<file path="src/common/dcss_consts.svh">
//==========================================================================
// Summary of operation
// - removing current from either safety channel stops output transistor switching.
// - monitor output conducts only while both safety channels are energised.
// - one channel open stops output yet leaves monitor output inactive.
// - safety switch on assigns terminals 3 and 4 function codes 77, 78.
// - with safety configuration active both safety inputs are normally closed (01).
// - monitor switch on assigns terminal 11 code 62, normally open (00).
// - switch off sets affected terminals to no function, contacts held off.
// - mode 00 shuts output off in hardware with no trip.
// - mode 01 shuts output off in hardware and trips the drive.
// - safe-stop trip has its own code and beats a simultaneous external trip.
// - drive output switches off within 10 ms of a safety input opening.
// - switch-made terminal assignments are fixed while the switches are on.
`ifndef DCSS_CONSTS_SVH
`define DCSS_CONSTS_SVH

//==========================================================================
// register map (byte addresses)
`define DCSS_ADDR_W          8
`define DCSS_OFF_CTRL        8'h00
`define DCSS_OFF_STATUS      8'h04
`define DCSS_OFF_INCFG       8'h08
`define DCSS_OFF_OUTCFG      8'h0c
`define DCSS_OFF_TRIP        8'h10

//==========================================================================
// control fields and reset values
`define DCSS_CTRL_MODE_LSB   0
`define DCSS_CTRL_MODE_MSB   1
`define DCSS_CTRL_RUN_BIT    4
`define DCSS_CTRL_RESET      32'h0000_0000
`define DCSS_CTRL_WR_MASK    32'h0000_0013
`define DCSS_TRIP_CLR_BIT    0

//==========================================================================
// terminal assignment codes
`define DCSS_FUNC_NONE       8'h00
`define DCSS_FUNC_SAFETY_A   8'h4d
`define DCSS_FUNC_SAFETY_B   8'h4e
`define DCSS_FUNC_MONITOR    8'h3e
`define DCSS_POL_NO          2'h0
`define DCSS_POL_NC          2'h1

//==========================================================================
// trip codes (decimal 37 and 12)
`define DCSS_SAFE_STOP_TRIP_CODE 8'h25
`define DCSS_EXTERNAL_TRIP_CODE  8'h0c

//==========================================================================
// timing: stop time and clock period
`define DCSS_STOP_TIME_NS    10000000
`define DCSS_CLK_PERIOD_NS   5

`endif

</file>
<file path="src/common/dcss_pkg.sv">
package dcss_pkg;

	// safe-stop mode setting
	typedef enum logic [1:0] {
		DCSS_MODE_NO_TRIP = 2'b00,
		DCSS_MODE_TRIP    = 2'b01
	} dcss_mode_t;

	// which trip, if any, holds the drive
	typedef enum logic [1:0] {
		DCSS_TRIP_NONE = 2'b00,
		DCSS_TRIP_SAFE = 2'b01,
		DCSS_TRIP_EXT  = 2'b10
	} dcss_trip_t;

endpackage

</file>
<file path="src/hdl/dcss_safe_stop.sv">
// Chosen here: the register offsets and strobed register access.
`timescale 1ns/1ps
`include "dcss_consts.svh"

module dcss_safe_stop
	import dcss_pkg::*;
(
	input  wire logic                    clk,
	input  wire logic                    rst,
	input  wire logic                    safety_in_a,
	input  wire logic                    safety_in_b,
	input  wire logic                    safety_switch,
	input  wire logic                    monitor_switch,
	input  wire logic                    ext_trip_in,
	input  wire logic [`DCSS_ADDR_W-1:0] addr,
	input  wire logic [31:0]             wdata,
	input  wire logic                    wr,
	input  wire logic                    rd,
	output logic      [31:0]             rdata,
	output logic                         gate_enable,
	output logic                         ext_device_monitor_out,
	output logic                         trip_active
);

	// longest tolerated stop latency in cycles; the path below takes three
	localparam int STOP_CYCLES = `DCSS_STOP_TIME_NS / `DCSS_CLK_PERIOD_NS;

	//==========================================================================
	// input synchronisers
	// each pin has its own pair; channels never share a stage
	// zero at reset reads as an open channel, so the drive starts stopped
	logic [4:0] sync_s1;
	logic [4:0] sync_s2;
	wire  [4:0] raw_pins = {ext_trip_in, monitor_switch, safety_switch,
	                        safety_in_b, safety_in_a};

	// one pass per pin keeps the stages identical
	genvar gi;
	generate
		for (gi = 0; gi < 5; gi++) begin : g_sync
			always_ff @(posedge clk) begin
				if (rst) begin
					sync_s1[gi] <= 1'b0;
					sync_s2[gi] <= 1'b0;
				end else begin
					sync_s1[gi] <= raw_pins[gi];
					sync_s2[gi] <= sync_s1[gi];
				end
			end
		end
	endgenerate

	// synchronised copies; only these feed the logic below
	wire a_s     = sync_s2[0];
	wire b_s     = sync_s2[1];
	wire saf_sw  = sync_s2[2];
	wire mon_sw  = sync_s2[3];
	wire ext_s   = sync_s2[4];

	//==========================================================================
	// terminal assignment, derived from the switches only
	// software has no write path here, so the assignment cannot drift
	// switch off means no function and contacts off, never a stale code
	wire [7:0] input3_function_sel  = saf_sw ? `DCSS_FUNC_SAFETY_A : `DCSS_FUNC_NONE;
	wire [7:0] input4_function_sel  = saf_sw ? `DCSS_FUNC_SAFETY_B : `DCSS_FUNC_NONE;
	wire [1:0] input3_polarity_sel  = saf_sw ? `DCSS_POL_NC : `DCSS_POL_NO;
	wire [1:0] input4_polarity_sel  = saf_sw ? `DCSS_POL_NC : `DCSS_POL_NO;
	wire [7:0] output11_function_sel = mon_sw ? `DCSS_FUNC_MONITOR : `DCSS_FUNC_NONE;
	wire [1:0] output11_polarity_sel = `DCSS_POL_NO;

	// normally closed: current present means the channel is energised and healthy
	function automatic logic chan_ok(input logic level, input logic [1:0] pol);
		chan_ok = (pol == `DCSS_POL_NC) ? level : 1'b0;
	endfunction

	// each channel judged on its own; no term mixes the two
	wire a_ok       = chan_ok(a_s, input3_polarity_sel);
	wire b_ok       = chan_ok(b_s, input4_polarity_sel);
	wire both_ok    = a_ok & b_ok;
	// either channel open is enough; a single open channel still stops the drive
	wire stop_req   = saf_sw & ~both_ok;

	//==========================================================================
	// control register
	// one decoder for every register match, shared by writes and reads
	function automatic logic reg_hit(input logic [`DCSS_ADDR_W-1:0] a,
	                                 input logic [`DCSS_ADDR_W-1:0] off);
		reg_hit = (a == off);
	endfunction

	logic [31:0] ctrl;
	wire         hit_ctrl   = reg_hit(addr, `DCSS_OFF_CTRL);
	wire         hit_status = reg_hit(addr, `DCSS_OFF_STATUS);
	wire         hit_incfg  = reg_hit(addr, `DCSS_OFF_INCFG);
	wire         hit_outcfg = reg_hit(addr, `DCSS_OFF_OUTCFG);
	wire         hit_trip   = reg_hit(addr, `DCSS_OFF_TRIP);

	wire [1:0]   safe_stop_mode_sel = ctrl[`DCSS_CTRL_MODE_MSB:`DCSS_CTRL_MODE_LSB];
	wire         run_enable         = ctrl[`DCSS_CTRL_RUN_BIT];
	// reserved bits are dropped on write so they always read back as zero
	wire [31:0]  ctrl_wmask         = `DCSS_CTRL_WR_MASK;

	// mode and run bit only; software cannot touch the terminal assignment
	always_ff @(posedge clk) begin
		if (rst) begin
			ctrl <= `DCSS_CTRL_RESET;
		end else if (wr && hit_ctrl) begin
			ctrl <= wdata & ctrl_wmask;
		end
	end

	//==========================================================================
	// trip state
	// latched until software clears it; a persisting cause sets it again
	dcss_trip_t trip_state;
	dcss_trip_t next_trip_state;

	wire safe_trip_evt = stop_req && (safe_stop_mode_sel == DCSS_MODE_TRIP);
	wire trip_clr      = wr && hit_trip && wdata[`DCSS_TRIP_CLR_BIT];

	// events win over a clear in the same cycle, except an external one while a safe-stop trip is held; safe-stop beats external
	// an external trip is replaced by a safe-stop trip, never the reverse
	always_comb begin
		next_trip_state = trip_state;
		if (trip_clr) begin
			next_trip_state = DCSS_TRIP_NONE;
		end
		case (trip_state)
			DCSS_TRIP_NONE, DCSS_TRIP_EXT: begin
				if (safe_trip_evt) begin
					next_trip_state = DCSS_TRIP_SAFE;
				end else if (ext_s && trip_state == DCSS_TRIP_NONE) begin
					next_trip_state = DCSS_TRIP_EXT;
				end else if (ext_s) begin
					next_trip_state = DCSS_TRIP_EXT;
				end
			end
			DCSS_TRIP_SAFE: begin
				if (safe_trip_evt) begin
					next_trip_state = DCSS_TRIP_SAFE;
				end
			end
			default: begin
				next_trip_state = DCSS_TRIP_NONE;
			end
		endcase
	end

	// trip state register
	always_ff @(posedge clk) begin
		if (rst) begin
			trip_state <= DCSS_TRIP_NONE;
		end else begin
			trip_state <= next_trip_state;
		end
	end

	// code for the trip register; zero while nothing holds the drive
	wire [7:0] trip_code = (trip_state == DCSS_TRIP_SAFE) ? `DCSS_SAFE_STOP_TRIP_CODE :
	                       (trip_state == DCSS_TRIP_EXT)  ? `DCSS_EXTERNAL_TRIP_CODE :
	                       8'h00;

	//==========================================================================
	// outputs
	// any latched trip keeps the output stage off until software clears it
	wire no_trip   = (trip_state == DCSS_TRIP_NONE);
	// stop path is sync pair plus one flop: 15 ns, far inside the stop budget
	wire next_gate = run_enable & ~stop_req & no_trip
	                 & (STOP_CYCLES > 3);
	// monitor conducts only with both channels healthy and the terminal assigned
	wire next_mon  = (output11_function_sel == `DCSS_FUNC_MONITOR)
	                 & saf_sw & both_ok;

	// gate drive; reset leaves the output stage off
	always_ff @(posedge clk) begin
		if (rst) begin
			gate_enable <= 1'b0;
		end else begin
			gate_enable <= next_gate;
		end
	end

	// monitor contact; held off in reset so the controller sees no false ok
	always_ff @(posedge clk) begin
		if (rst) begin
			ext_device_monitor_out <= 1'b0;
		end else begin
			ext_device_monitor_out <= next_mon;
		end
	end

	// trip flag lags the trip state by one cycle; it is a registered copy
	always_ff @(posedge clk) begin
		if (rst) begin
			trip_active <= 1'b0;
		end else begin
			trip_active <= ~no_trip;
		end
	end

	//==========================================================================
	// read path; unmapped addresses read zero
	// status shows the synchronised channel and switch pins (ext_trip_in is not shown), so software sees what the logic sees of them
	wire [31:0] status_word = {24'h0, 1'b0, trip_active, ext_device_monitor_out,
	                           gate_enable, mon_sw, saf_sw, b_s, a_s};
	// configuration words are rebuilt from the switches on every read
	wire [31:0] incfg_word  = {10'h0, input4_polarity_sel, 2'h0, input3_polarity_sel,
	                           input4_function_sel, input3_function_sel};
	wire [31:0] outcfg_word = {22'h0, output11_polarity_sel, output11_function_sel};
	wire [31:0] rd_mux      = hit_ctrl   ? ctrl :
	                          hit_status ? status_word :
	                          hit_incfg  ? incfg_word :
	                          hit_outcfg ? outcfg_word :
	                          hit_trip   ? {24'h0, trip_code} : 32'h0;

	// data stand for one cycle after the strobe, then return to zero
	always_ff @(posedge clk) begin
		if (rst) begin
			rdata <= 32'h0;
		end else if (rd) begin
			rdata <= rd_mux;
		end else begin
			rdata <= 32'h0;
		end
	end

endmodule

</file>
<file path="config.mk">
export PLATFORM = sky130hd
export DESIGN_NAME = dcss_safe_stop
export DESIGN_NICKNAME = d
export VERILOG_FILES = /design/src/common/dcss_pkg.sv /design/src/hdl/dcss_safe_stop.sv
export VERILOG_INCLUDE_DIRS = /design/src /design/src/common
export SDC_FILE = /design/constraint.sdc
export NUM_CORES = 1
export LEC_CHECK = 0
export BUFFER_PORTS_ARGS = -buffer_cell sky130_fd_sc_hd__clkbuf_2
export CELL_PAD_IN_SITES_DETAIL_PLACEMENT = 0
export CELL_PAD_IN_SITES_GLOBAL_PLACEMENT = 1
export CORE_MARGIN = 8
export CORE_UTILIZATION = 26
export CTS_BUF_LIST = sky130_fd_sc_hd__clkbuf_4 sky130_fd_sc_hd__clkbuf_8 sky130_fd_sc_hd__clkbuf_16
export CTS_CLUSTER_DIAMETER = 60
export DETAILED_ROUTE_END_ITERATION = 7
export GPL_TIMING_DRIVEN = 0
export PLACE_DENSITY = 0.81
export SLEW_MARGIN = 20
export SYNTH_ARGS = -nofsm -noshare
export SYNTH_HDL_FRONTEND = slang
export SYNTH_SLANG_ARGS = --single-unit
</file>
<file path="constraint.sdc">
create_clock -name clk -period 1.4 [get_ports clk]
set_clock_uncertainty 0.2 [all_clocks]
set_input_delay 0.07 -clock clk [delete_from_list [all_inputs] [get_ports clk]]
set_output_delay 0.07 -clock clk [all_outputs]
set_load 0.1 [all_outputs]
</file>
# Word level (Yosys, flattened, before mapping)
# Index checks and enable logic that the tools add are counted.
totals:
  output_inout_bits: 35
  elab_cells: 69
  register_bits: 49
classes:
  bitwise_logic: 10
  n_reduce_logical: 12
  muxes: 19
  n_eq_ne: 9
ops:
  columns: ["cell", "n"]
  rows:
  - ["2-to-1 mux 6 bit", 4]
  - ["2-to-1 mux 21 bit", 1]
  - ["2-to-1 mux 7 bit", 3]
  - ["equality test 8 x 4 -> 1 bit, second input constant", 2]
  - ["2-to-1 mux 2 bit", 5]
  - ["equality test 8 x 3 -> 1 bit, second input constant", 1]
  - ["equality test 8 x 5 -> 1 bit, second input constant", 1]
  - ["zero test 8 bit", 1]
  - ["bitwise AND 1 bit", 6]
  - ["equality test 6 bit, second input constant", 1]
  - ["OR reduction 6 bit", 1]
  - ["logical AND 1 bit", 5]
  - ["2-to-1 mux 5 bit", 1]
  - ["equality test 2 x 1 -> 1 bit, second input constant", 2]
  - ["2-to-1 mux 4 bit", 1]
  - ["inverter 1 bit", 4]
  - ["case mux 2 bit (2 select lines)", 1]
  - ["OR reduction 2 bit", 2]
  - ["OR reduction 4 bit", 1]
  - ["2-to-1 mux 1 bit", 3]
  - ["OR reduction 3 bit", 1]
  - ["equality test 2 bit, second input constant", 1]
  - ["zero test 2 bit", 1]
  - ["equality test 1 bit, second input constant", 1]

# Depth between registers and ports, before layout
# Gate-level depths: netlist (run 1).
depth:
  ltp_word: 9
  depth_mapped: 5
  ltp_nobuf: 5

# Worst setup path after synthesis (run 1)
# OpenSTA, ideal clock, no wires.
synth_timing:
  kind: "register -> output"
  from: "register, netlist name rdata[16]"
  to: "output port rdata[10]"
  n_path_buf: 1
  arrival_ns: 1.428
  path_stages_with_launch: 2
  path_slack_ns: -0.298
  cell_sequence: "dfxtp_1 -> buf_4"
synth_lines:
  columns: ["element", "line", "rtl"]
  rows:
  - ["end: declaration", "dcss_safe_stop.sv:19", "output logic [31:0] rdata,"]

# Worst setup path after layout (run 1)
layout_timing:
  from: "input port safety_switch"
  to: "register sync_s1[2]"
layout_lines:
  columns: ["element", "line", "rtl"]
  rows:
  - ["start: declaration", "dcss_safe_stop.sv:12", "input wire logic safety_switch,"]
  - ["end signal: indexed assignment", "dcss_safe_stop.sv:46", "sync_s1[gi] <= raw_pins[gi];"]
  - ["end: declaration", "dcss_safe_stop.sv:32", "logic [4:0] sync_s1;"]
# No word-level cell between the ends.

==> impl_metrics.toml, run 1 <==
[placed_design]
place_congestion = 0.815
portBuffers = 34
post-place-ws_ps = -85.3
place.detailed.hpwl_um = 2320

[worst_setup_path]
cpMostUsedCell = "dlygate4sd3_1"
worstSetupPathType = "input port to flop"
timing.critical_path.buf_inv = 3
slowest_stage = "dlygate4sd3_1"
critPathMaxStageDelay_ps = 550
path_delay_family = "buffers and inverters"
critPathMaxFanout = 1
worst_setup_path_start_kind = "input port"
cp.required_ps = 1360
crit_chain = "dlygate4sd3_1, clkbuf_2, nor2b_1, dlygate4sd3_1"
endpoint_kind = "flop"
arrival_ps = 1370

[final_layout]
antennaDiodeCount = 0
nNetsFinal = 262
drive_gt1_frac = 0.447
nFillCells = 485
multiInputGateArea_sq_um = 674
syn2layout_area_growth_pct = 48.4
seq_area_sq_um = 532

[synthesis]
netlist.area_leader.share = 0.399
synth_cells = 136
yosys.area.top_type = "dfxtp_1"
yosysUniqueCellTypes = 35
synth_fa_ha_area_frac = 0.0460
yosysWarnings = 0
synth_xor_xnor_area_share = 0
synth_area_leaders = "dfxtp_1 (40%), buf_4 (15%), nor2b_1 (5.3%), ha_1 (3.8%), nor4b_4 (3.6%)"
synth_simple_gate_area_frac = 0.238
synth-compound-area-share = 0.106
synth_edf_count = 0
synth_top_family_by_area = "simple AND/OR/NAND/NOR gates"
netlist_area_sq_mm = 0.00131
ys.flop_type = "dfxtp_1"
synthMuxAreaShare = 0.0316
async_flop_share = 0
avgSynthCellArea_sq_um = 9.60
ys_ff_latch = 26
seq_area_frac_synth = 0.399

[clock_network]
clk_path_buf_depth = 2
htree_levels = 1
clock-sinks = 26
cts_made_buffers = 3
cts_tree = "built"
clock_latency_ps = 270
cts.clk_slew.worst_paths_ps = 90
root_buffer = "clkbuf_8"

[sta]
setup_viol = 1
timing.fmax_ghz = 0.710
rsz0062_at_grt = "yes"
worst_slew_pin_slew_ps = 549
finalCritPeriodShare = 1.01
period_needed_ps = 1410
hold_viol_final = 0
max_slew_margin = 0.635
setup_slack_ps = -8.77
hold_ws_ps = 9.27
slew_violations = 0

[route]
first_pass_iters = 4
viasPerCell = 3.91
postRouteAntennaNets = 0
wl_per_cell_um = 10.8
drt-total-wl_um = 2970
drc = 0
vias = 1076
drt_iter0_drc = 82

[global_route]
grt_pass1_vias = 990
grt-busiest-layer = "met2"
grt_overflow_total = 0
track_usage = 0.0777
grt_max_degree = 16
antenna_found_initial = 0
grtUsageMet2 = 0.119
met1_usage = 0.0963
met3_usage = 0.0378
grt_pass1_wl_um = 4690

[floorplanning]
start_util = 0.273
pin_count = 84
die-height_um = 86.8
rows = 25
die_width_um = 86.8
core_area_sq_mm = 0.00479
die_area_sq_mm = 0.00754

[outcome]
violations = "negative setup slack"
status = "finished with violations"

[pwr]
ir_drop_mv = 0.424
total_leakage_power_nw = 0.904
power_density_mw_per_mm2 = 937

[run]
cap_violations = 0

[worst_hold_path]
hp-class = "input port to flop"
-- per-layer routing --
metal | vias up | part of all wire | wire length (um)
met3 | 4 | 0.10 | 297
met4 | 0 | 0.0047 | 14
met5 | - | 0 | 0
met2 | 39 | 0.43 | 1290
met1 | 472 | 0.46 | 1370
li1 | 561 | - | -
-- where the power goes --
group | internal (mW) | switching [mW]
logic | 0.128 | 0.311
registers | 0.755 | 0.0102
clock network | 0.382 | 0.228
-- registers in the layout (all words and copies together), names as in the netlist, 2 cells and up --
| name | count |
|---|---|
| sync_s1 | 5 |
| ctrl | 3 |
| trip_state | 2 |
| rdata | 8 |
-- area by class of cell --
cell class / count / area share
plain buffers: 28 / 0.105
clock buffers: 3 / 0.0213
repair buffers: 50 / 0.176
clock inverters: 1 / 0.0155
inverters: 7 / 0.0161
well taps: 67 / 0.0433
flip-flops and latches: 26 / 0.275
multi-input cells: 93 / 0.348
-- stage by stage --
| step | TNS, ps | instances | instance area [sq um] | power (mW) | util |
|---|---|---|---|---|---|
| 3_5_place_dp | -86.6 | 255 | 1630 | 1.17 | 0.341 |
| 6_report | -8.77 | 275 | 1940 | 1.81 | 0.405 |
| 2_1_floorplan | 0 | 154 | 1380 | 1.12 | - |
| 4_1_cts | -72.9 | 275 | 1900 | 1.82 | 0.398 |
| 3_3_place_gp | -80.1 | 255 | 1630 | 1.17 | 0.341 |
| 5_1_grt | -48.4 | 275 | 1940 | 1.88 | 0.405 |
-- tightest hold or removal path, cell delays in order --
cell	delay, ps
clkbuf_2	140
nand3b_1	170
nor3_1	60
-- cells by family after synthesis --
| family | count (synthesis) |
|---|---|
| compound gates | 18 |
| fa+ha+maj | 5 |
| buf+inv | 35 |
| flops | 26 |
| mux | 4 |
| other cells | 1 |
| simple gates | 47 |
-- Yosys cell counts, drive strengths merged, types with 2 or more instances --
cell type / instances
nor4b: 2
nand3b: 2
ha: 4
nand2b: 2
a22oi: 3
nor2: 10
mux2i: 3
nand2: 9
o21ai: 5
a21o: 2
inv: 7
nor2b: 11
a211oi: 4
buf: 27
nand4: 2
dfxtp: 26
nor3: 5
-- path summary, 6_finish.rpt --
| check | from | endpoint | slack [ps] | cells after the start |
|---|---|---|---|---|
| min | addr[2] | rdata[16]$_SDFF_PP0_ | 9 | 3 |
| min reg2reg | sync_s1[3]$_SDFF_PP0_ | mon_sw$_SDFF_PP0_ | 240 | 1 |
| max | safety_switch | sync_s1[2]$_SDFF_PP0_ | -9 | 4 |
| max reg2reg | trip_state[1]$_SDFF_PP0_ | trip_state[1]$_SDFF_PP0_ | 10 | 5 |
-- cell usage in the layout (no fill, tap or decap), drive strengths merged --
cell type	synthesis	routed
nand2b	2	2
clkbuf	1	37
nand2	9	9
a221oi	1	1
nor2b	11	11
mux2i	3	3
mux2	1	1
nor3	5	5
nand3	1	1
dlygate4sd3	0	15
nand4	2	2
bufinv	0	1
nor4b	2	2
and4b	1	1
nor2	10	10
buf	27	29
a31oi	1	1
ha	4	4
o21ai	5	5
o31ai	1	1
nor3b	1	1
a32oi	1	1
a21o	2	2
nand3b	2	2
a22oi	3	3
inv	7	7
conb	1	19
dfxtp	26	26
maj3	1	1
a211oi	4	4
or3	1	1
-- what timing repair did --
item / in CTS / in global routing
setup endpoints to repair: 7 / 7
hold buffers: 16 / 1
gates resized for setup: 13 / 11
endpoints found under the hold margin: 21 / 2
buffers inserted: 0 / 1
pin swaps: 0 / 1
Power figures use the tool's default switching activity.
==> run 2, diff against run 1 <==
- CORE_UTILIZATION: 26 -> 30
- CTS_BUF_LIST: sky130_fd_sc_hd__clkbuf_4 sky130_fd_sc_hd__clkbuf_8 sky130_fd_sc_hd__clkbuf_16 -> sky130_fd_sc_hd__clkbuf_2 sky130_fd_sc_hd__clkbuf_4 sky130_fd_sc_hd__clkbuf_8
- PLACE_DENSITY: 0.81 -> 0.88
- clock period: 1.4 -> 1.45 ns (I/O delays scaled with it)
==> run 2 against run 1 <==
Net effect:
- the run ends with negative hold slack left
- register-to-register slack improved by 20 ps
- final area decreased by 1.7%
- sequential share of layout area increased by 0.40 points
- sequential cell count unchanged
- die area decreased by 11%
- critical path depth increased by 1
- global-route usage increased by 1.1 points
- critical path type is now flop to flop
==> impl_metrics.toml, run 2 (same netlist as run 1, synthesis figures left out) <==
[global_route]
antenna_found_initial = 0
track_usage = 0.0887
grt_max_degree = 16
grt_overflow_total = 0
grt_pass1_wl_um = 4740
grt_pass1_vias = 1064

[worst_setup_path]
r2r_cells = 5
worst_setup_path_start_kind = "flop"
r2r_slack_ps = 30
critPathMaxFanout = 4
r2r_start = "trip_state[0]$_SDFF_PP0_"
worstSetupPathType = "flop to flop"
cp.required_ps = 1440
endpoint_kind = "flop"
worstReg2RegEnd = "trip_state[1]$_SDFF_PP0_"
arrival_ps = 1400

[floorplanning]
die_area_sq_mm = 0.00672
die-height_um = 82.0
start_util = 0.306
die_width_um = 82.0
rows = 24
core_area_sq_mm = 0.00426
pin_count = 84

[clock_network]
clk_path_buf_depth = 2
root_buffer = "clkbuf_8"
cts_setup_buffers = 0
cts.clk_slew.worst_paths_ps = 90
clock-sinks = 26
cts_tree = "built"
ctsHoldBuffers = 16
clock_latency_ps = 270
htree_levels = 1
cts_made_buffers = 3

[outcome]
violations = "negative hold slack"
status = "finished with violations"

[sta]
period_needed_ps = 1420
rsz0062_at_grt = "yes"
hold_viol_final = 2
finalCritPeriodShare = 0.976
setup_slack_ps = 34.6
slew_violations = 0
max_slew_margin = 0.638
hold_ws_ps = -13.0
setup_viol = 0
worst_slew_pin_slew_ps = 545
timing.fmax_ghz = 0.707

[pwr]
total_leakage_power_nw = 0.900
ir_drop_mv = 0.670
power_density_mw_per_mm2 = 916

[worst_hold_path]
hp-start = "addr[2]"
hold-path-endpoint = "rdata[16]$_SDFF_PP0_"
hold_depth = 3
hp-class = "input port to flop"

[final_layout]
finish.instance_area_sq_mm = 0.00190
reg_top3 = "rdata: 8 flops, sync_s1: 5 flops, ctrl: 3 flops"
finish.utilization = 0.447
layout.cells.non_filler = 260
nFillCells = 420
mostFrequentLayoutCells = "clkbuf_2 (29), buf_4 (26), dfxtp_1 (20)"
syn2layout_area_growth_pct = 45.9
largest_reg_flops = 8
nNetsFinal = 262
mostFrequentLayoutCell = "clkbuf_2"
antennaDiodeCount = 0
drive_gt1_frac = 0.423
regMostFlops = "rdata"

[route]
postRouteAntennaNets = 0
first_pass_iters = 4
drt-total-wl_um = 2890
vias = 1073
viasPerCell = 4.13
drt_iter0_drc = 42
drc = 0
wl_per_cell_um = 11.1

[placed_design]
place_area_sq_mm = 0.00161
place.detailed.hpwl_um = 2260
post-place-ws_ps = -28.2
dp.cells = 240
place_congestion = 0.815
portBuffers = 34

[run]
cap_violations = 0
-- run 2: what timing repair did --
| item | CTS | global route |
|---|---|---|
| pin swaps | 0 | 0 |
| cloned | 0 | 0 |
| setup endpoints to repair | 6 | 4 |
| resized for setup | 8 | 11 |
| endpoints found under the hold margin | 20 | 1 |
-- run 2: worst max-delay path by stage --
stage | cells after the start | start | to | slack, ps
3_3_place_gp | 5 | trip_state[0]$_SDFF_PP0_ | trip_state[1]$_SDFF_PP0_ | -20
5_1_grt | 5 | trip_state[0]$_SDFF_PP0_ | trip_state[1]$_SDFF_PP0_ | -20
6_report | 5 | trip_state[0]$_SDFF_PP0_ | trip_state[1]$_SDFF_PP0_ | 30
3_5_place_dp | 5 | trip_state[0]$_SDFF_PP0_ | trip_state[1]$_SDFF_PP0_ | -30
4_1_cts | 5 | trip_state[1]$_SDFF_PP0_ | trip_state[1]$_SDFF_PP0_ | -30
2_1_floorplan | 5 | trip_state[0]$_SDFF_PP0_ | trip_state[1]$_SDFF_PP0_ | 90
-- run 2: metal layers --
| metal | up-vias | share of wire | track usage |
|---|---|---|---|
| li1 | 557 | - | - |
| met2 | 43 | 0.47 | 0.151 |
| met4 | 0 | 0.0028 | 0.0105 |
| met5 | - | 0 | 0 |
| met1 | 471 | 0.43 | 0.104 |
| met3 | 2 | 0.10 | 0.0383 |
-- run 2: area by class of cell --
| class | count | area, sq um | area share |
|---|---|---|---|
| sequential | 26 | 531 | 0.279 |
| buffer | 28 | 204 | 0.107 |
| inverter | 7 | 31.3 | 0.0164 |
| clock inverter | 1 | 30.0 | 0.0158 |
| multi-input combinational | 93 | 659 | 0.346 |
| clock buffer | 3 | 41.3 | 0.0217 |
| tap | 52 | 65.1 | 0.0342 |
| timing repair buffer | 50 | 343 | 0.180 |
-- run 2: per-stage QoR --
| stage | TNS [ps] | hold WS (ps) | power [mW] |
|---|---|---|---|
| 5_1_grt | -24.1 | -3.85 | 1.82 |
| 2_1_floorplan | 0 | -55.9 | 1.08 |
| 3_3_place_gp | -21.9 | 83.5 | 1.13 |
| 4_1_cts | -27.4 | -19.1 | 1.75 |
| 3_5_place_dp | -28.2 | 85.0 | 1.13 |
| 6_report | 0 | -13.0 | 1.74 |
-- run 2: where the power goes --
part | total [mW] | switching [mW] | internal (mW) | leakage (nW)
logic | 0.419 | 0.299 | 0.121 | 0.649
registers | 0.737 | 0.00980 | 0.727 | 0.215
clock network | 0.588 | 0.219 | 0.369 | 0.0357
total | 1.74 | 0.527 | 1.22 | 0.900
-- run 2: critical path, stage by stage (launching register included) --
cell	delay (ps)
dfxtp_4	380
inv_4	80
ha_4	150
nor3_1	40
or3_1	330
a211oi_1	160
